===== config.mk =====
export PLATFORM = sky130hd
export DESIGN_NAME = spi_port
export DESIGN_NICKNAME = d
export VERILOG_FILES = /design/src/verilog/spi_port_pkg.sv /design/src/verilog/spi_port.sv /design/src/verilog/pin_sync.sv
export SDC_FILE = /design/constraint.sdc
export NUM_CORES = 1
export LEC_CHECK = 0
export CORE_MARGIN = 2
export CORE_UTILIZATION = 57
export DETAILED_ROUTE_END_ITERATION = 8
export DONT_BUFFER_PORTS = 1
export GPL_TIMING_DRIVEN = 0
export PLACE_DENSITY_LB_ADDON = 0.2
export SLEW_MARGIN = 15
export SYNTH_ARGS = -nofsm -noshare
export SYNTH_HDL_FRONTEND = slang
export SYNTH_SLANG_ARGS = --single-unit

===== constraint.sdc =====
create_clock -name MCLK -period 2.1 [get_ports MCLK]
set_clock_uncertainty 0.15 [all_clocks]
set_input_delay 0.315 -clock MCLK [delete_from_list [all_inputs] [get_ports MCLK]]
set_output_delay 0.315 -clock MCLK [all_outputs]
set_load 0.005 [all_outputs]

===== src/verilog/spi_port_pkg.sv =====
// spi_port_pkg: register map, field positions, reset values, modes and timing
// assumes a 100 MHz MCLK and a 32-bit APB register bus with byte addresses
package spi_port_pkg;
	// clock and serial clock rates, kept as times and turned into counts
	localparam int MCLK_PERIOD_NS = 10;
	localparam int CPU_HALF_NS    = 50;   // half period of sck on the processor clock
	localparam int LS_HALF_NS     = 500;  // half period of sck on the low-speed clock
	localparam int CPU_HALF_CYC   = (CPU_HALF_NS / MCLK_PERIOD_NS < 1) ? 1
		: CPU_HALF_NS / MCLK_PERIOD_NS;
	localparam int LS_HALF_CYC    = (LS_HALF_NS / MCLK_PERIOD_NS < 1) ? 1
		: LS_HALF_NS / MCLK_PERIOD_NS;
	// data in needs four cycles through the pin filter before a mid-bit sample sees it
	localparam int SYNC_HALF_MIN  = 5;

	// register byte offsets
	localparam logic [7:0] CTRL_OFS = 8'h00;
	localparam logic [7:0] STAT_OFS = 8'h04;
	localparam logic [7:0] BUF_OFS  = 8'h08;
	localparam logic [7:0] INTC_OFS = 8'h0C;

	// field positions
	localparam int CTRL_EN_BIT   = 7;
	localparam int CTRL_CKP_BIT  = 6;
	localparam int CTRL_CKE_BIT  = 5;
	localparam int CTRL_SMP_BIT  = 4;
	localparam int CTRL_MODE_LSB = 0;
	localparam int STAT_BUSY_BIT = 7;
	localparam int STAT_OV_BIT   = 6;
	localparam int STAT_BF_BIT   = 0;
	localparam int INTC_IE_BIT   = 0;
	localparam int INTC_IF_BIT   = 1;

	// reset values and writable masks
	localparam logic [7:0] CTRL_RESET = 8'h00;
	localparam logic [7:0] CTRL_MASK  = 8'hF3;
	localparam logic [7:0] BUF_RESET  = 8'h00;

	// transfer geometry
	localparam int WORD_BITS  = 8;
	localparam int HALF_STEPS = 16;

	typedef enum logic [1:0] {
		MODE_MASTER_LS  = 2'h0,
		MODE_MASTER_CPU = 2'h1,
		MODE_SLAVE      = 2'h2,
		MODE_SLAVE_SEL  = 2'h3
	} mode_type;

	typedef enum logic [2:0] {
		ST_IDLE   = 3'h1,
		ST_MASTER = 3'h2,
		ST_SLAVE  = 3'h4
	} state_type;
endpackage : spi_port_pkg


===== src/verilog/spi_port.sv =====
// spi_port: 8-bit master/slave serial port behind an APB register slave
// assumes APB on MCLK; serial pins are asynchronous and pass pin_sync
//
// Summary of operation
// - one 8-bit full-duplex word per transfer
// - master drives clock; slave takes clock, select
// - enable bit clear: port idle, pins released
// - polarity bit sets clock rest level
// - edge bit picks data change edge
// - phase bit picks middle or end sampling
// - 2-bit mode picks master source or slave
// - modes: 00 slow, 01 cpu, 10/11 slave
// - polarity 1 idles high, 0 idles low
// - edge 1 changes data on trailing edge
// - master: buffer write starts a transfer
// - after 8 bits: buffer, full, flag set
// - buffer holds last word until next completes
// - reading buffer clears full flag
// - slave word while full: overflow, word discarded
// - overflow sticky, never set as master
// - busy during transfer; buffer writes ignored
// - slave clock comes from master, idle first
// - slave drives out while capturing in
// - sleep plus interrupt enable: wake on word
// - select high releases data-out, no transfer
//
// Our own choices: the APB interface to the registers and the register offsets.
`timescale 1ns/100ps
module spi_port #(
	parameter int CPU_HALF = spi_port_pkg::CPU_HALF_CYC, // mclk cycles per sck half, cpu clock
	parameter int LS_HALF  = spi_port_pkg::LS_HALF_CYC   // mclk cycles per sck half, slow clock
) (
	input  wire logic        MCLK,    // system clock, 100 MHz
	input  wire logic        RESET,   // synchronous reset, active high
	input  wire logic        PSEL,    // apb select
	input  wire logic        PENABLE, // apb access phase
	input  wire logic        PWRITE,  // apb direction
	input  wire logic [7:0]  PADDR,   // apb byte address
	input  wire logic [31:0] PWDATA,  // apb write data
	output logic      [31:0] PRDATA,  // apb read data
	output logic             PREADY,  // apb ready
	output logic             PSLVERR, // apb error on unmapped address
	input  wire logic        SLEEP,   // device is in sleep mode
	output logic             WAKE,    // wake request
	input  wire logic        SCK_I,   // serial clock pin in
	output logic             SCK_O,   // serial clock pin out
	output logic             SCK_OE,  // serial clock drive enable
	input  wire logic        SDI,     // serial data in
	output logic             SDO_O,   // serial data out
	output logic             SDO_OE,  // serial data drive enable
	input  wire logic        SCE_N    // slave select, active low
);
	// parameters the divider cannot serve are refused
	generate
		if (CPU_HALF < spi_port_pkg::SYNC_HALF_MIN || LS_HALF < spi_port_pkg::SYNC_HALF_MIN
			|| CPU_HALF > 65535 || LS_HALF > 65535) begin : g_chk
			$error("spi_port: half period counts out of range");
		end
	endgenerate

	logic [7:0]  ctrl_q;
	logic [7:0]  buf_q;
	logic [7:0]  tx_q;
	logic [7:0]  rx_q;
	logic [7:0]  rx_next;
	logic [7:0]  word_in;
	logic [7:0]  rd_mux;
	logic [3:0]  bit_cnt_q;
	logic [4:0]  half_q;
	logic [15:0] div_q;
	logic [15:0] div_end;
	logic        bf_q, ov_q, if_q, ie_q;
	logic        sdo_q, sck_o_q, sck_oe_q, sdo_oe_q, wake_q;
	logic        pready_q, pslverr_q;
	logic [31:0] prdata_q;
	logic        sck_s, sdi_s, sce_n_s, sck_prev_q;
	logic        en, clock_idle_polarity, cke, input_sample_phase, is_master, is_slave, sel_mode, slave_active;
	logic        acc, done, wr_buf, rd_buf, mapped, busy;
	logic        lead, trail, tick, m_chg, m_smp, m_done, s_chg, s_smp, s_done;
	logic        sample, done_word;
	spi_port_pkg::state_type state_q;

	// control decode
	assign en        = ctrl_q[spi_port_pkg::CTRL_EN_BIT];
	assign clock_idle_polarity       = ctrl_q[spi_port_pkg::CTRL_CKP_BIT];
	assign cke       = ctrl_q[spi_port_pkg::CTRL_CKE_BIT];
	assign input_sample_phase       = ctrl_q[spi_port_pkg::CTRL_SMP_BIT];
	assign is_master = en & ~ctrl_q[spi_port_pkg::CTRL_MODE_LSB+1];
	assign is_slave  = en & ctrl_q[spi_port_pkg::CTRL_MODE_LSB+1];
	assign sel_mode  = ctrl_q[spi_port_pkg::CTRL_MODE_LSB+1 -: 2] == spi_port_pkg::MODE_SLAVE_SEL;
	assign slave_active = is_slave & (~sel_mode | ~sce_n_s);
	assign busy      = state_q != spi_port_pkg::ST_IDLE;

	// pin inputs cross into mclk; select idles released, clock at rest low
	pin_sync #(.W(3)) u_sync (
		.clk     (MCLK),
		.rst     (RESET),
		.rst_val (3'h4),
		.d       ({SCE_N, SCK_I, SDI}),
		.q       ({sce_n_s, sck_s, sdi_s})
	);

	// apb: access phase answered one cycle late, effects at the completing edge
	assign acc    = PSEL & PENABLE & ~pready_q;
	assign done   = PSEL & PENABLE & pready_q;
	assign wr_buf = done & PWRITE & (PADDR == spi_port_pkg::BUF_OFS);
	assign rd_buf = done & ~PWRITE & (PADDR == spi_port_pkg::BUF_OFS);
	assign mapped = PADDR == spi_port_pkg::CTRL_OFS || PADDR == spi_port_pkg::STAT_OFS
		|| PADDR == spi_port_pkg::BUF_OFS || PADDR == spi_port_pkg::INTC_OFS;

	// read mux; reserved bits read as zero
	always_comb begin
		rd_mux = 8'h00;
		case (PADDR)
			spi_port_pkg::CTRL_OFS: rd_mux = ctrl_q;
			spi_port_pkg::STAT_OFS: rd_mux = {busy, ov_q, 5'h00, bf_q};
			spi_port_pkg::BUF_OFS:  rd_mux = buf_q;
			spi_port_pkg::INTC_OFS: rd_mux = {6'h00, if_q, ie_q};
			default:                rd_mux = 8'h00;
		endcase
	end

	always_ff @(posedge MCLK) begin
		if (RESET) begin
			pready_q  <= 1'b0;
			pslverr_q <= 1'b0;
			prdata_q  <= 32'h00000000;
		end else begin
			pready_q  <= acc;
			pslverr_q <= acc & ~mapped;
			if (acc) begin
				prdata_q <= {24'h000000, rd_mux};
			end
		end
	end

	// control register
	always_ff @(posedge MCLK) begin
		if (RESET) begin
			ctrl_q <= spi_port_pkg::CTRL_RESET;
		end else if (done && PWRITE && PADDR == spi_port_pkg::CTRL_OFS) begin
			ctrl_q <= PWDATA[7:0] & spi_port_pkg::CTRL_MASK;
		end
	end

	// serial clock edges seen on the filtered pin
	always_ff @(posedge MCLK) begin
		if (RESET) begin
			sck_prev_q <= 1'b0;
		end else begin
			sck_prev_q <= sck_s;
		end
	end
	assign lead  = (sck_s != sck_prev_q) && (sck_prev_q == clock_idle_polarity);
	assign trail = (sck_s != sck_prev_q) && (sck_prev_q != clock_idle_polarity);

	// master divider: slow or processor clock source
	assign div_end = ctrl_q[spi_port_pkg::CTRL_MODE_LSB] ? 16'(CPU_HALF - 1)
		: 16'(LS_HALF - 1);
	assign tick = (state_q == spi_port_pkg::ST_MASTER) && (div_q == div_end);
	always_ff @(posedge MCLK) begin
		if (RESET || state_q != spi_port_pkg::ST_MASTER || tick) begin
			div_q <= 16'h0000;
		end else begin
			div_q <= div_q + 16'h0001;
		end
	end

	// master events by half step: even steps lead, odd steps trail
	assign m_chg  = tick && (half_q[0] == cke) && (half_q < 5'(spi_port_pkg::HALF_STEPS));
	// mid sampling with cke 1 uses step zero as well; end sampling skips it, no change edge came before
	assign m_smp  = tick && (input_sample_phase ? (half_q[0] == cke) && (half_q != 5'h00)
		: (half_q[0] != cke) && (half_q < 5'(spi_port_pkg::HALF_STEPS)));
	assign m_done = tick && (half_q == 5'(spi_port_pkg::HALF_STEPS));
	// slave: change on the chosen edge, sample on the other one
	assign s_chg  = slave_active && (cke ? trail : lead);
	assign s_smp  = slave_active && (cke ? lead : trail);
	assign s_done = s_smp && (bit_cnt_q == 4'(spi_port_pkg::WORD_BITS - 1));
	assign sample    = m_smp | s_smp;
	assign done_word = m_done | s_done;
	assign rx_next   = {rx_q[6:0], sdi_s};
	assign word_in   = sample ? rx_next : rx_q;

	// transfer state; disabling or releasing select abandons a partial word
	always_ff @(posedge MCLK) begin
		if (RESET || !en) begin
			state_q <= spi_port_pkg::ST_IDLE;
		end else begin
			case (state_q)
				spi_port_pkg::ST_IDLE: begin
					if (wr_buf && is_master) begin
						state_q <= spi_port_pkg::ST_MASTER;
					end else if (slave_active && lead) begin
						// a trailing edge while idle is the tail of the last frame, not a start
						state_q <= spi_port_pkg::ST_SLAVE;
					end
				end
				spi_port_pkg::ST_MASTER: begin
					if (m_done || !is_master) begin
						state_q <= spi_port_pkg::ST_IDLE;
					end
				end
				spi_port_pkg::ST_SLAVE: begin
					if (s_done || !slave_active) begin
						state_q <= spi_port_pkg::ST_IDLE;
					end
				end
				default: state_q <= spi_port_pkg::ST_IDLE;
			endcase
		end
	end

	// bit and half-step counters
	always_ff @(posedge MCLK) begin
		if (RESET || !en || state_q == spi_port_pkg::ST_IDLE && !(slave_active && s_smp)) begin
			bit_cnt_q <= 4'h0;
			half_q    <= 5'h00;
		end else begin
			if (sample) begin
				bit_cnt_q <= done_word ? 4'h0 : bit_cnt_q + 4'h1;
			end
			if (tick) begin
				half_q <= half_q + 5'h01;
			end
			if (s_done || (state_q == spi_port_pkg::ST_SLAVE && !slave_active)) begin
				bit_cnt_q <= 4'h0;
			end
		end
	end

	// shift registers, msb first; a write while busy never reaches them
	always_ff @(posedge MCLK) begin
		if (RESET) begin
			tx_q  <= 8'h00;
			rx_q  <= 8'h00;
			sdo_q <= 1'b0;
		end else begin
			if (wr_buf && !busy && en) begin
				tx_q <= cke ? {PWDATA[6:0], 1'b0} : PWDATA[7:0];
				if (cke) begin
					sdo_q <= PWDATA[7];
				end
			end else if (m_chg || s_chg) begin
				sdo_q <= tx_q[7];
				tx_q  <= {tx_q[6:0], 1'b0};
			end
			if (sample) begin
				rx_q <= rx_next;
			end
		end
	end

	// buffer: only completed words land; software writes go to the shifter alone
	always_ff @(posedge MCLK) begin
		if (RESET) begin
			buf_q <= spi_port_pkg::BUF_RESET;
		end else if (done_word && !(bf_q && is_slave)) begin
			buf_q <= word_in;
		end
	end

	// status flags: hardware set wins over the software clear
	always_ff @(posedge MCLK) begin
		if (RESET) begin
			bf_q <= 1'b0;
			ov_q <= 1'b0;
			if_q <= 1'b0;
			ie_q <= 1'b0;
		end else begin
			if (done_word && !(bf_q && is_slave)) begin
				bf_q <= 1'b1;
			end else if (rd_buf) begin
				bf_q <= 1'b0;
			end
			if (done_word && bf_q && is_slave) begin
				ov_q <= 1'b1;
			end else if (done && PWRITE && PADDR == spi_port_pkg::STAT_OFS
				&& !PWDATA[spi_port_pkg::STAT_OV_BIT]) begin
				ov_q <= 1'b0;
			end
			if (done_word) begin
				if_q <= 1'b1;
			end else if (done && PWRITE && PADDR == spi_port_pkg::INTC_OFS
				&& !PWDATA[spi_port_pkg::INTC_IF_BIT]) begin
				if_q <= 1'b0;
			end
			if (done && PWRITE && PADDR == spi_port_pkg::INTC_OFS) begin
				ie_q <= PWDATA[spi_port_pkg::INTC_IE_BIT];
			end
		end
	end

	// pin drivers; the clock rests at the polarity level outside transfers
	always_ff @(posedge MCLK) begin
		if (RESET) begin
			sck_o_q  <= 1'b0;
			sck_oe_q <= 1'b0;
			sdo_oe_q <= 1'b0;
			wake_q   <= 1'b0;
		end else begin
			sck_oe_q <= is_master;
			sdo_oe_q <= is_master | slave_active;
			if (state_q != spi_port_pkg::ST_MASTER) begin
				sck_o_q <= clock_idle_polarity;
			end else if (tick && half_q < 5'(spi_port_pkg::HALF_STEPS)) begin
				sck_o_q <= ~sck_o_q;
			end
			wake_q <= SLEEP & ie_q & if_q;
		end
	end

	assign PRDATA  = prdata_q;
	assign PREADY  = pready_q;
	assign PSLVERR = pslverr_q;
	assign SCK_O   = sck_o_q;
	assign SCK_OE  = sck_oe_q;
	assign SDO_O   = sdo_q;
	assign SDO_OE  = sdo_oe_q;
	assign WAKE    = wake_q;
endmodule : spi_port


===== src/verilog/pin_sync.sv =====
// pin_sync: three-flop synchroniser per bit with agreement filter
// assumes inputs asynchronous to clk; output changes once stages two and three agree
`timescale 1ns/100ps
module pin_sync #(
	parameter int W = 1
) (
	input  wire logic         clk,    // sampling clock
	input  wire logic         rst,    // synchronous reset, active high
	input  wire logic [W-1:0] rst_val, // value taken at reset
	input  wire logic [W-1:0] d,      // asynchronous inputs
	output logic      [W-1:0] q       // filtered synchronous outputs
);
	genvar i;
	generate
		for (i = 0; i < W; i++) begin : g_bit
			logic s1_q;
			logic s2_q;
			logic s3_q;
			// first stage feeds only the second; the filter looks at stages two and three
			always_ff @(posedge clk) begin
				s1_q <= d[i];
				s2_q <= s1_q;
				s3_q <= s2_q;
			end
			always_ff @(posedge clk) begin
				if (rst) begin
					q[i] <= rst_val[i]; // each pin starts at its rest level, so no false edge follows reset
				end else if (s2_q == s3_q) begin
					q[i] <= s3_q;
				end
			end
		end
	endgenerate
endmodule : pin_sync


* Word level (Yosys, flattened, before mapping) *
Index checks and enable logic that the tools add are counted.
Widths: inputs -> output; s select.

operators by class
  add/sub/neg operators = 3
  $mul = 0
  divide/modulo/power cells = 0
  magnitude comparators = 1
  equal/unequal tests = 24
  shifts and indexed selects = 0
  muxes and demuxes = 26
  bitwise gates (word level) = 24
  reduce and logical (&&, ||, !) cells = 59

operators with widths
  cell                   count
  $mux 8                 4
  $pmux 8 s4             1
  $logic_and 1x1->1      30
  $add 16x1->16 const B  1
  $eq 16x6->1            1
  $eq 8x4->1 const B     2
  $mux 1                 14
  $and 1x1->1            13
  $mux 3                 4
  $logic_or 1x1->1       11
  $reduce_bool 2->1      5
  $pmux 3 s3             1
  $eq 8x3->1 const B     1
  $logic_not 1->1        8
  $logic_not 8->1        1
  $not 1->1              7
  $mux 6                 1
  $add 5x1->5 const B    1
  $eq 1x1->1             5
  $eq 5x5->1 const B     1
  $lt 5x5->1 const B     1
  $reduce_bool 5->1      1
  $add 4x1->4 const B    1
  $eq 4x3->1 const B     1
  15 further kinds       21

word-level totals
  register bits = 90
  latch bits = 0
  bits in writable memories = 0
  memory bits (read-only) = 0
  input port bits = 49
  output and inout port bits = 39
  word-level logic and storage cells = 170
  memories = 0

* Logic depth before layout (Yosys ltp) *
Gate-level depths: netlist of the first run.

  depth in word-level cells = 10
  gate-level depth with buffers = 8
  mapped depth without buffers = 7

* Modules after synthesis *
From an unflattened synthesis of the first run, not the netlist that was laid out.

second synthesis, totals
  cell total of the unflattened synthesis = 481
  area, all modules = 4420.5 um2

modules (own cells, without submodules)
  module    instances  cells each  area an instance (um2)  sequential area each (um2)
  spi_port  1          460         4071.4                  1561.5
  pin_sync  1          21          349.1                   270.3

* Worst setup path before layout of the first run *
Ideal clock, no wire load.

  path type = input-to-reg
  start point = in PADDR[5]
  end point = reg ctrl_q[6]
  setup time = 0.128 ns
  arrival time = 1.889 ns
  data required time = 1.822 ns
  slack = -0.067 ns
  stages on the path = 6
  path buffers = 1
  path through = or4_4 -> or3_4 -> or3_1 -> buf_6 -> mux2i_1 -> nor2_1

between the ends
  word-level cells in the longest chain between the ends = 2

RTL lines
  item                  RTL line         RTL
  start, declared       spi_port.sv:38   input wire logic [7:0] PADDR,
  $logic_not 8->1       spi_port.sv:141  end else if (done && PWRITE && PADDR == spi_port_pkg::CTRL_OFS) begin
  $logic_and 1x1->1     spi_port.sv:141
  end signal, assigned  spi_port.sv:140  ctrl_q <= spi_port_pkg::CTRL_RESET;
  end signal, assigned  spi_port.sv:142  ctrl_q <= PWDATA[7:0] & spi_port_pkg::CTRL_MASK;
  end, declared         spi_port.sv:61   logic [7:0] ctrl_q;

No other way between the ends.
A chain may end at the register's enable or synchronous reset.

* Worst setup path after layout of the first run *
  start point = reg half_q[0]
  end point = reg buf_q[1]

between the ends
  word-level cells in the longest chain between the ends = 6
  elaborated cells on any way between the ends = 14
  those cells by class = order compare (1); eq/ne (3); mux (2); bitwise (2); reduce/logical (6)

RTL lines
  item                                  RTL line                          RTL
  start, declared                       spi_port.sv:69                    logic [4:0] half_q;
  start signal, assigned                spi_port.sv:223                   half_q <= half_q + 5'h01;
  $lt 5x5->1 (tied with other cells)    spi_port.sv:173                   : (half_q[0] != cke) && (half_q < 5'(spi_port_pkg::HALF_STEPS)));
  $logic_and 1x1->1 (on tied branches)  spi_port.sv:173, spi_port.sv:172
  $mux 1                                spi_port.sv:172                   assign m_smp = tick && (input_sample_phase ? (half_q[0] == cke) && (half_q != 5'h00)
  $logic_and 1x1->1                     spi_port.sv:172
  $or 1x1->1                            spi_port.sv:179                   assign sample = m_smp | s_smp;
  $mux 8                                n/a
  end signal, assigned                  spi_port.sv:256                   buf_q <= spi_port_pkg::BUF_RESET;
  end signal, assigned                  spi_port.sv:258                   buf_q <= word_in;
  end, declared                         spi_port.sv:62                    logic [7:0] buf_q;

Parallel ways exist; a longest one is shown, timed or not.

==> results of run 1 <==
==> cell families after synthesis <==
kind of cell | count (synthesis) | share of synthesized area
simple gates | 185 | 0.246
compound gates | 100 | 0.156
flops | 90 | 0.420
buf+inv | 57 | 0.0767
xor+xnor | 21 | 0.0446
mux | 16 | 0.0435
fa+ha+maj | 4 | 0.0117
other cells | 1 | 0.000874
==> routing by layer <==
layer / vias up / part of all wire / GRT usage / routed length, um
li1: 1805 / - / - / -
met3: 27 / 0.064 / 0.0526 / 697
met2: 165 / 0.50 / 0.438 / 5400
met4: 0 / 0.020 / 0.0654 / 218
met1: 1790 / 0.42 / 0.324 / 4540
met5: - / 0 / 0 / 0
==> timing repair <==
item / 4_1_cts / 5_1_grt
setup buffers: 12 / 5
pin swaps: 16 / 10
resized for setup: 46 / 46
hold buffers: 10 / 0
hold endpoints to repair: 11 / 0
cloned: 1 / 0
setup endpoints to repair: 50 / 43
==> critical path: cells and delay by family, from the launching register on <==
kind | cells | cell delay, ns
and+or+nand+nor | 3 | 0.72
AOI/OAI and AO/OA | 2 | 0.52
DFF | 1 | 0.36
buffers and inverters | 2 | 0.23
adders and majority gates | 1 | 0.12
==> cell type report <==
| class | count | area (um2) | share of cell area |
|---|---|---|---|
| plain buffers | 47 | 305 | 0.0575 |
| clock buffers | 9 | 124 | 0.0233 |
| clock inverters | 7 | 124 | 0.0233 |
| inverters | 7 | 26.3 | 0.00495 |
| multi-input cells | 350 | 2540 | 0.478 |
| flip-flops and latches | 90 | 1820 | 0.343 |
| well taps | 99 | 124 | 0.0233 |
| repair buffers | 28 | 246 | 0.0464 |
==> how the worst max path moves through the flow <==
stage,to,slack (ns)
2_1_floorplan,ctrl_q[6],-0.03
3_3_place_gp,buf_q[2],-0.33
3_5_place_dp,buf_q[7],-0.38
4_1_cts,buf_q[3],-0.007
5_1_grt,buf_q[1],-0.16
6_report,buf_q[1],-0.09
==> sequential cells by signal, summed over array words and instances (netlist names), 3 cells and up <==
signal,count
u_sync.q,3
u_sync.g_bit.s1_q,3
div_q,16
u_sync.g_bit.s3_q,3
u_sync.g_bit.s2_q,3
rx_q,8
ctrl_q,6
PRDATA,8
half_q,5
tx_q,8
buf_q,8
state_q,3
bit_cnt_q,4
==> synthesized netlist by cell type (3+ instances only) <==
cell and instances:
clkbuf_1 11, and2_1 4, buf_2 10, and3_1 6, nand2b_1 6, nor2_1 50, nand2_1 19, a311oi_1 16
and4_1 4, a22oi_1 6, xor2_1 9, nor3_1 11, nor2b_1 10, o22ai_1 3, nand4_1 8, nor3b_1 3
dfxtp_1 90, a211oi_1 10, nand3b_1 3, xnor2_1 11, inv_1 7, buf_4 25, ha_1 4, a21oi_1 22
a31oi_1 6, nor4_1 9, and4b_1 3, nand3_1 27, o21ai_0 22, mux2i_1 13, o31ai_1 3
==> stage by stage <==
step                      total power [mW]  TNS (ns)
after CTS                             3.30   -0.0121
after global routing                  3.41    -0.883
after detailed placement              1.88    -10.06
final                                 3.31    -0.104
after global placement                1.88     -8.15
after floorplan                       1.86    -0.166
==> where the power goes <==
part / switching (mW) / internal, mW
Combinational: 0.0682 / 0.0637
Clock: 0.645 / 0.801
Sequential: 0.0110 / 1.72
Total: 0.724 / 2.58
==> metrics.md, run 1 <==
| Metric | Value |
|---|---|
| Yosys warning count | 0 |
| H-Tree Depth | 3 |
| Core area | approximately 0.0073 mm2 |
| DRC | 0 |
| Fmax | between 400 and 500 MHz |
| Worst slew pin tran | around 0.70 ns |
| Post-synthesis cell area | approximately 0.0043 mm2 |
| Filler instances | roughly 530 |
| Post-DP HPWL | between 6000 and 7000 um |
| PwrDens | 623 mW/mm2 |
| R2r endpoint | buf_q[1] |
| CTS Sinks | 90 |
| Commonest non-fill, non-tap cell in the layout | dfxtp_1 |
| Synth Register Bits | 90 |
| FP Rows | 31 |
| Die width | 90.8 um |
| Hold-critical path endpoint | if_q |
| Largest net degree at the start of global routing | 17 |
| Reg2reg setup slack | -0.09 ns |
| Io pins | a little under 90 |
| Vias post-DR | 3787 |
| Post-Place Worst Slack | -0.381 ns |
| ANT nets after route | 0 |
| Most frequent cells in the layout | dfxtp_1 (76), nor2_1 (50), buf_4 (41), conb_1 (24) |
| Synth area leaders | dfxtp_1 (42%), buf_4 (4.4%), nor2_1 (4.4%) |
| Arr. time, crit path | around 2.3 ns |
| Critical Path Start Type | flop |
| DRT Pass-1 Iters | 7 |
| Netlist cell types | 66 |
| Routability cong. | roughly 0.86 |
| Slowest-stage cell, CP | or4b_1 |
| Max_cap viols | 0 |
| Antenna violations before repair | 0 |
| CP cell instances | inv_2 -> ha_4 -> or4b_1 -> and3_4 -> o211ai_4 -> buf_6 -> nand3_2 -> a311oi_1 |
| Fin. max-slew vios | 0 |
| Fin crit period | roughly 2.2 ns |
| DR iter-0 viols | around 240 |
| CTS tree | done |
| Worst hold slack | approximately 0.017 ns |
| Static Leak | slightly below 2 nW |
| Worst VDD drop | around 480 uV |
| Largest area contributor in the netlist | dfxtp_1 |
| Full die area | between 0.008 and 0.009 mm2 |
| RSZ-0062 raised after global routing | yes |
| RR Startpoint | half_q[0] |
| Synth Instances | 474 |
| Status | complete, but fails checks |
| Die Y | between 90 and 100 um |
| Slew margin rel. | 0.532 |
| Final Hold Fails | 0 |
| Non-Filler Instances | approximately 640 |
| Area grow syn2layout | 23.8% |
| Post-synth EDFFs | 0 |
| Register area share after synthesis | 0.420 |
| Vias in the first global route | 3619 |
| Total wire length | approximately 11000 um |
| Hold Crit Depth | 2 |
| Clock transition at path regs | 0.10 ns |
| Crit Path Class | reg2reg |
| Synthesized area per cell | roughly 9.1 um2 |
| Routed WL per cell | between 15 and 20 um |
| Critical path data required time | roughly 2.2 ns |
| Initial core utilization | 0.592 |
| Remaining Overflow, GRT | 0 |
| Clk root buf | clkbuf_8 |
| Vias/cell | a little under 6 |
| Layout cells sized above 1 | 0.277 |
| Nets@finish | 586 |
| Yosys top cell area share | 0.420 |
| Violated checks | negative setup slack |
| Worst setup path start | half_q[0] |
| R2r worst-path depth | 8 |
| Finished Core Util | 0.732 |
| Clock latency on the worst-skew pair | 0.36 ns |
| First-pass GRT wire length | between 15000 and 20000 um |
| Hold WC Path Type | in2reg |
| Placed cell count | about 600 |
| Hold path start | PWDATA[1] |
| GR Util All Layers | 0.254 |
| Cts bufs inserted | 9 |
| ANT cells | 0 |
| Port-buffer cells | 0 |
| Worst Path Max Fanout | 5 |
| Fin area | roughly 0.0053 mm2 |
| Synth async-reset ratio | 0 |
| PnR worst setup slack | -0.0932 ns |
| Post-synth top flop | dfxtp_1 |
| Setup crit end kind | flop |
| Tcrit/Tclk final | 1.04 |
| CTS max path bufs | 2 |
| Placed inst area | 0.00450 mm2 |
| Final setup violation count | 2 |
| Crit-path max cell delay | approximately 0.42 ns |
No activity file was read; power rests on OpenSTA's default activity.
==> run 2: changes to the inputs <==
--- a/constraint.sdc
+++ b/constraint.sdc
@@ -3,3 +3,3 @@
 set_input_delay 0.315 -clock MCLK [delete_from_list [all_inputs] [get_ports MCLK]]
 set_output_delay 0.315 -clock MCLK [all_outputs]
-set_load 0.005 [all_outputs]
+set_load 0.02 [all_outputs]
==> run 2 against run 1 <==
Effect of this change: the run still ends with negative setup slack left; flip-flop and latch count is the same; final area grew 0.87%; non-clock buffer count grew 4; via count grew 2.1%; critical path depth is the same; maximum frequency grew 0.34%; core utilization grew 0.64 points; die area is the same; clock power is essentially flat; register-to-register slack is essentially flat; critical path type unchanged; largest power group unchanged.
==> metrics.md, run 2 (synthesis gave the netlist of run 1 again) <==
| Metric | Value |
|---|---|
| Status | complete, but fails checks (unchanged) |
| Violated checks | negative setup slack (unchanged) |
| Clock share of power | 0.433 (was 0.437) |
| Slew margin rel. | 0.526 (was 0.532) |
| Static Leak | 1.99 nW (was 1.97 nW) |
| Gate power share | 0.049 (was 0.040) |
| PnR worst setup slack | -0.0857 ns (was -0.0932 ns) |
| Sw Ratio | 0.227 (was 0.219) |
| Filler instances | 519 (was 527) |
| RSZ-0062 raised after global routing | yes (unchanged) |
| Nets@finish | 591 (was 586) |
| Critical Path Start Type | flop (unchanged) |
| Total wire length | 11000 um (was 10900 um) |
| CP bufs+invs | 2 (unchanged) |
| CTS tree | done (unchanged) |
| Most frequent cells in the layout | dfxtp_1 (75), nor2_1 (50), buf_4 (46), conb_1 (24) (was dfxtp_1 (76), nor2_1 (50), buf_4 (41), conb_1 (24)) |
| Routability cong. | 0.864 (unchanged) |
| Fmax | 458 MHz (was 456 MHz) |
| Post-DP HPWL | 6970 um (unchanged) |
| DRC | 0 (unchanged) |
| ANT nets after route | 0 (unchanged) |
| Die Y | 90.8 um (unchanged) |
| Clock latency on the worst-skew pair | 0.36 ns (about the same) |
| PwrDens | 624 mW/mm2 (was 623 mW/mm2) |
| Largest Register | div_q (unchanged) |
| Slowest-stage cell, CP | or4b_1 (unchanged) |
| Full die area | 0.00824 mm2 (unchanged) |
| ANT cells | 0 (unchanged) |
| Critical path data required time | 2.21 ns (about the same) |
| Crit-path max cell delay | 0.42 ns (about the same) |
| Setup crit end kind | flop (unchanged) |
| Worst VDD drop | 478 uV (about the same) |
| Tcrit/Tclk final | 1.04 (about the same) |
| GR Util All Layers | 0.254 (unchanged) |
| Vias/cell | 6.02 (was 5.95) |
| Initial core utilization | 0.592 (unchanged) |
| Worst Path Max Fanout | 5 (unchanged) |
| Sequential power share | 0.518 (was 0.523) |
| Vias in the first global route | 3619 (unchanged) |
| Cts bufs inserted | 9 (unchanged) |
| Io pins | 88 (unchanged) |
| Fin. max-slew vios | 0 (unchanged) |
| Die width | 90.8 um (unchanged) |
| FP Rows | 31 (unchanged) |
| DRT Pass-1 Iters | 5 (was 7) |
| Crit Path Class | reg2reg (unchanged) |
| Final setup violation count | 2 (unchanged) |
| Finished Core Util | 0.739 (was 0.732) |
| Final Hold Fails | 0 (unchanged) |
| Clk root buf | clkbuf_8 (unchanged) |
| DR iter-0 viols | 314 (was 239) |
| Port-buffer cells | 0 (unchanged) |
| First-pass GRT wire length | 17200 um (unchanged) |
| Largest net degree at the start of global routing | 17 (unchanged) |
| Remaining Overflow, GRT | 0 (unchanged) |
| Worst slew pin tran | 0.712 ns (was 0.701 ns) |
| Hold WC Path Type | in2reg (unchanged) |
| Area grow syn2layout | 24.9% (was 23.8%) |
| Routed WL per cell | 17.2 um (was 17.0 um) |
| Layout cells sized above 1 | 0.285 (was 0.277) |
| Worst path top cell family by delay | simple AND/OR/NAND/NOR gates (unchanged) |
| H-Tree Depth | 3 (unchanged) |
| Antenna violations before repair | 0 (unchanged) |
| Clock transition at path regs | 0.10 ns (about the same) |
| Psw | 0.757 mW (was 0.724 mW) |
| Core area | 0.00725 mm2 (unchanged) |
| CP cell instances | inv_2 -> ha_4 -> or4b_1 -> and3_4 -> o211ai_4 -> buf_6 -> nand3_2 -> a311oi_1 (unchanged) |
| Fin crit period | 2.19 ns (about the same) |
| CTS Sinks | 90 (unchanged) |
| Internal power | 2.58 mW (about the same) |
| Tot Pwr | 3.34 mW (was 3.31 mW) |
| Commonest non-fill, non-tap cell in the layout | dfxtp_1 (unchanged) |
| Largest register FFs | 16 (unchanged) |
| Arr. time, crit path | 2.30 ns (about the same) |
| CTS max path bufs | 2 (unchanged) |
| Vias post-DR | 3868 (was 3787) |
| Max_cap viols | 0 (unchanged) |
run 2: worst register-to-register path: stages (launching register included):
cell,delay [ns]
dfxtp_4,0.36
inv_2,0.06
ha_4,0.12
or4b_1,0.42
and3_4,0.20
o211ai_4,0.23
buf_6,0.17
nand3_2,0.10
a311oi_1,0.28
run 2: worst paths after layout:
path,from,end,slack (ns),cells after the start
worst min register to register,u_sync.g_bit[0].s1_q,u_sync.g_bit[0].s2_q,0.18,0
worst max register to register,half_q[0],buf_q[1],-0.09,8
worst min-delay path,PWDATA[1],if_q,0.02,2
worst max-delay path,half_q[0],buf_q[1],-0.09,8
run 2: what timing repair did:
action | 4_1_cts | 5_1_grt
endpoints found under the hold margin | 11 | 0
setup buffers | 12 | 9
resized for setup | 46 | 49
pin swaps | 16 | 10
setup endpoints to repair | 50 | 48
hold buffers | 10 | 0
gates cloned | 1 | 1
run 2: power by group through the flow:
stage	logic, mW	registers, mW	clock network [mW]
6_report	0.162	1.73	1.45
5_1_grt	0.174	1.73	1.53
4_1_cts	0.155	1.73	1.45
3_5_place_dp	0.137	1.77	0
3_3_place_gp	0.136	1.77	0
2_1_floorplan	0.121	1.77	0
run 2: final cells by class:
class                           instances  area (um2)  area share
Timing Repair Buffer                   32         277      0.0516
Buffer                                 47         308      0.0574
Sequential cell                        90        1830       0.341
Tap cell                               99         124      0.0231
Inverter                                7        26.3     0.00490
Clock buffer                            9         124      0.0231
Clock inverter                          7         124      0.0231
Multi-Input combinational cell        351        2550       0.476
run 2: per-stage QoR:
| stage | TNS [ns] | setup slack (ns) | cells | hold slack (ns) | area, um2 |
|---|---|---|---|---|---|
| 6_report | -0.0936 | -0.0857 | 642 | 0.0182 | 5360 |
| 5_1_grt | -0.851 | -0.164 | 642 | 0.0417 | 5360 |
| 4_1_cts | -0.0121 | -0.00697 | 634 | 0.0211 | 5110 |
| 3_5_place_dp | -10.06 | -0.381 | 596 | 0.163 | 4500 |
| 3_3_place_gp | -8.15 | -0.333 | 596 | 0.162 | 4500 |
| 2_1_floorplan | -0.166 | -0.0277 | 497 | 0.160 | 4380 |
run 2: routing by layer:
layer | wire (um) | vias up | GRT usage
met5 | 0 | - | 0
li1 | - | 1822 | -
met2 | 5360 | 171 | 0.438
met1 | 4700 | 1833 | 0.324
met3 | 687 | 42 | 0.0526
met4 | 295 | 0 | 0.0654
==> run 3: changes to the inputs <==
- CORE_ASPECT_RATIO: unset -> 0.6
- REMOVE_ABC_BUFFERS: unset -> 1
==> run 3 against run 2 <==
Effect of this change: the flow still finishes with violations (negative setup slack); final area shrank 6.7%; global-route usage shrank 0.39 points; die area grew 0.27%; clock power grew 3%; cell count shrank 7.3%; register-to-register slack is essentially flat; power shrank 0.35%; clock-buffer cell count grew 4; worst setup slack gained 0.010 ns; sequential share of layout area grew 2.3 points; sequential power is essentially flat; largest power group unchanged; highest routed layer unchanged.
==> metrics.md, run 3 (synthesis gave the netlist of run 1 again) <==
| Metric | Value |
|---|---|
| Status | complete, but fails checks (unchanged) |
| Violated checks | negative setup slack (unchanged) |
| Vias in the first global route | 3204 (was 3619) |
| DRT Pass-1 Iters | 5 (unchanged) |
| Worst path top cell family by delay | simple AND/OR/NAND/NOR gates (unchanged) |
| ANT cells | 0 (unchanged) |
| Reg2reg setup slack | -0.08 ns (was -0.09 ns) |
| Crit Path Class | reg2reg (unchanged) |
| Vias post-DR | 3613 (was 3868) |
| Slew margin rel. | 0.666 (was 0.526) |
| DRC | 0 (unchanged) |
| RR Startpoint | half_q[1] (was half_q[0]) |
| Largest register FFs | 16 (unchanged) |
| R2r endpoint | bit_cnt_q[3] (was buf_q[1]) |
| Fin. max-slew vios | 0 (unchanged) |
| Remaining Overflow, GRT | 0 (unchanged) |
| Crit path depth | 9 (was 8) |
| Critical path data required time | 2.17 ns (was 2.21 ns) |
| Clock transition at path regs | 0.06 ns (was 0.10 ns) |
| Fin crit period | 2.18 ns (was 2.19 ns) |
| Met3 Track Usage GR | 0.0763 (was 0.0526) |
| Cts bufs inserted | 9 (unchanged) |
| Die width | 116 um (was 90.8 um) |
| Die Y | 71.2 um (was 90.8 um) |
| CTS tree | done (unchanged) |
| Setup crit end kind | flop (unchanged) |
| RSZ-0062 raised after global routing | yes (unchanged) |
| Port-buffer cells | 0 (unchanged) |
| FP Rows | 24 (was 31) |
| Most frequent cells in the layout | dfxtp_1 (80), nor2_1 (50), nand3_1 (27), conb_1 (24), a21oi_1 (21) (was dfxtp_1 (75), nor2_1 (50), buf_4 (46), conb_1 (24)) |
| Max_cap viols | 0 (unchanged) |
| Largest net degree at the start of global routing | 51 (was 17) |
| First-pass GRT wire length | 16000 um (was 17200 um) |
| Area grow syn2layout | 16.4% (was 24.9%) |
| CP Capture Point | bit_cnt_q[3] (was buf_q[1]) |
| Arr. time, crit path | 2.24 ns (was 2.30 ns) |
| Clk root buf | clkbuf_16 (was clkbuf_8) |
| Core area | 0.00727 mm2 (was 0.00725 mm2) |
| GRT met2 Usage | 0.355 (was 0.438) |
| Routability cong. | 0.836 (was 0.864) |
| Io pins | 88 (unchanged) |
| Layout cells sized above 1 | 0.185 (was 0.285) |
| PwrDens | 666 mW/mm2 (was 624 mW/mm2) |
| Final Hold Fails | 0 (unchanged) |
| Commonest non-fill, non-tap cell in the layout | dfxtp_1 (unchanged) |
| Fmax | 460 MHz (was 458 MHz) |
| Worst setup path start | half_q[1] (was half_q[0]) |
| Critical Path Start Type | flop (unchanged) |
| Worst slew pin tran | 0.499 ns (was 0.712 ns) |
| Crit-path max cell delay | 0.46 ns (was 0.42 ns) |
| GR peak layer | met1 (was met2) |
| CP cell instances | inv_1 -> ha_1 -> or4b_4 -> and3_4 -> o211ai_4 -> buf_12 -> buf_4 -> a21o_1 -> o32ai_1 (was inv_2 -> ha_4 -> or4b_1 -> and3_4 -> o211ai_4 -> buf_6 -> nand3_2 -> a311oi_1) |
| Worst VDD drop | 427 uV (was 478 uV) |
| Antenna violations before repair | 0 (unchanged) |
| Initial core utilization | 0.590 (was 0.592) |
| GR Util All Layers | 0.250 (was 0.254) |
| Worst Path Max Fanout | 11 (was 5) |
| Hold path start | SLEEP (was PWDATA[1]) |
| Post-DP HPWL | 6630 um (was 6970 um) |
| CTS Sinks | 90 (unchanged) |
| Full die area | 0.00826 mm2 (was 0.00824 mm2) |
| Final setup violation count | 12 (was 2) |
| CTS max path bufs | 2 (unchanged) |
| Total wire length | 10600 um (was 11000 um) |
| Static Leak | 1.77 nW (was 1.99 nW) |
| Post-Place Worst Slack | -0.768 ns (was -0.381 ns) |
| Hold WC Path Type | in2reg (unchanged) |
| Tot Pwr | 3.33 mW (was 3.34 mW) |
| Routed WL per cell | 17.7 um (was 17.2 um) |
| ANT nets after route | 0 (unchanged) |
| Vias/cell | 6.07 (was 6.02) |
| Clock latency on the worst-skew pair | 0.34 ns (was 0.36 ns) |
| Met1 usage | 0.368 (was 0.324) |
| PnR worst setup slack | -0.0754 ns (was -0.0857 ns) |
| CP bufs+invs | 3 (was 2) |
| R2r worst-path depth | 9 (was 8) |
| Largest Register | div_q (unchanged) |
| Slowest-stage cell, CP | or4b_4 (was or4b_1) |
| Nets@finish | 540 (was 591) |
| H-Tree Depth | 3 (unchanged) |
| DR iter-0 viols | 385 (was 314) |
| Tcrit/Tclk final | 1.04 (about the same) |
-- run 3: cell types whose count changed in the layout (fill, tap and decap cells not counted), moves of 3 or more --
cell / change
buf_6: -5
buf_4: -29
a311oi_1: +4
nand3_2: -9
clkbuf_8: -7
nand3_1: +9
clkbuf_1: -6
dfxtp_1: +5
a311oi_2: -4
buf_12: +3
dfxtp_2: -5
clkbuf_16: +9
buf_2: -7
bufinv_16: -3
-- run 3: area by class of cell --
| cell class | count | area (um2) |
|---|---|---|
| inverters | 7 | 26.3 |
| multi-input cells | 350 | 2470 |
| well taps | 104 | 130 |
| clock buffers | 13 | 260 |
| repair buffers | 29 | 275 |
| flip-flops and latches | 90 | 1820 |
| fillers | 560 | 2270 |
| clock inverters | 2 | 12.5 |
-- run 3: where the power goes --
| part | switching [mW] | internal, mW | leakage (nW) |
|---|---|---|---|
| registers | 0.0125 | 1.72 | 0.735 |
| clock network | 0.629 | 0.858 | 0.132 |
| logic | 0.0761 | 0.0334 | 0.903 |
| total | 0.718 | 2.61 | 1.77 |
-- run 3: what timing repair did --
action / CTS / global route
hold buffers: 9 / 0
pin swaps: 12 / 10
hold endpoints to repair: 53 / 0
gates resized for setup: 42 / 23
setup endpoints to repair: 56 / 52
setup buffers: 14 / 6
-- run 3: layer usage --
metal / vias up / wire (um)
met5: - / 0
li1: 1716 / -
met2: 138 / 4690
met3: 23 / 827
met1: 1736 / 4850
met4: 0 / 193
-- run 3: how the worst min path moves through the flow --
stage / to / slack (ns) / depth (start not counted)
floorplan: u_sync.g_bit[0].s2_q / 0.16 / 0
global placement: u_sync.g_bit[2].s2_q / 0.16 / 0
detailed placement: u_sync.g_bit[2].s2_q / 0.17 / 0
CTS: WAKE / 0.008 / 1
global route: WAKE / 0.005 / 1
finish: WAKE / 0.02 / 1
-- run 3: metrics by stage --
step | hold slack (ns) | cells | area (um2) | utilization | setup TNS [ns]
2_1_floorplan | 0.160 | 447 | 4070 | - | -2.99
3_3_place_gp | 0.161 | 551 | 4200 | 0.579 | -18.72
3_5_place_dp | 0.166 | 551 | 4200 | 0.579 | -21.25
4_1_cts | 0.00845 | 589 | 4840 | 0.666 | -0.0392
5_1_grt | 0.00463 | 595 | 5000 | 0.688 | -1.82
6_report | 0.0152 | 595 | 5000 | 0.688 | -0.491
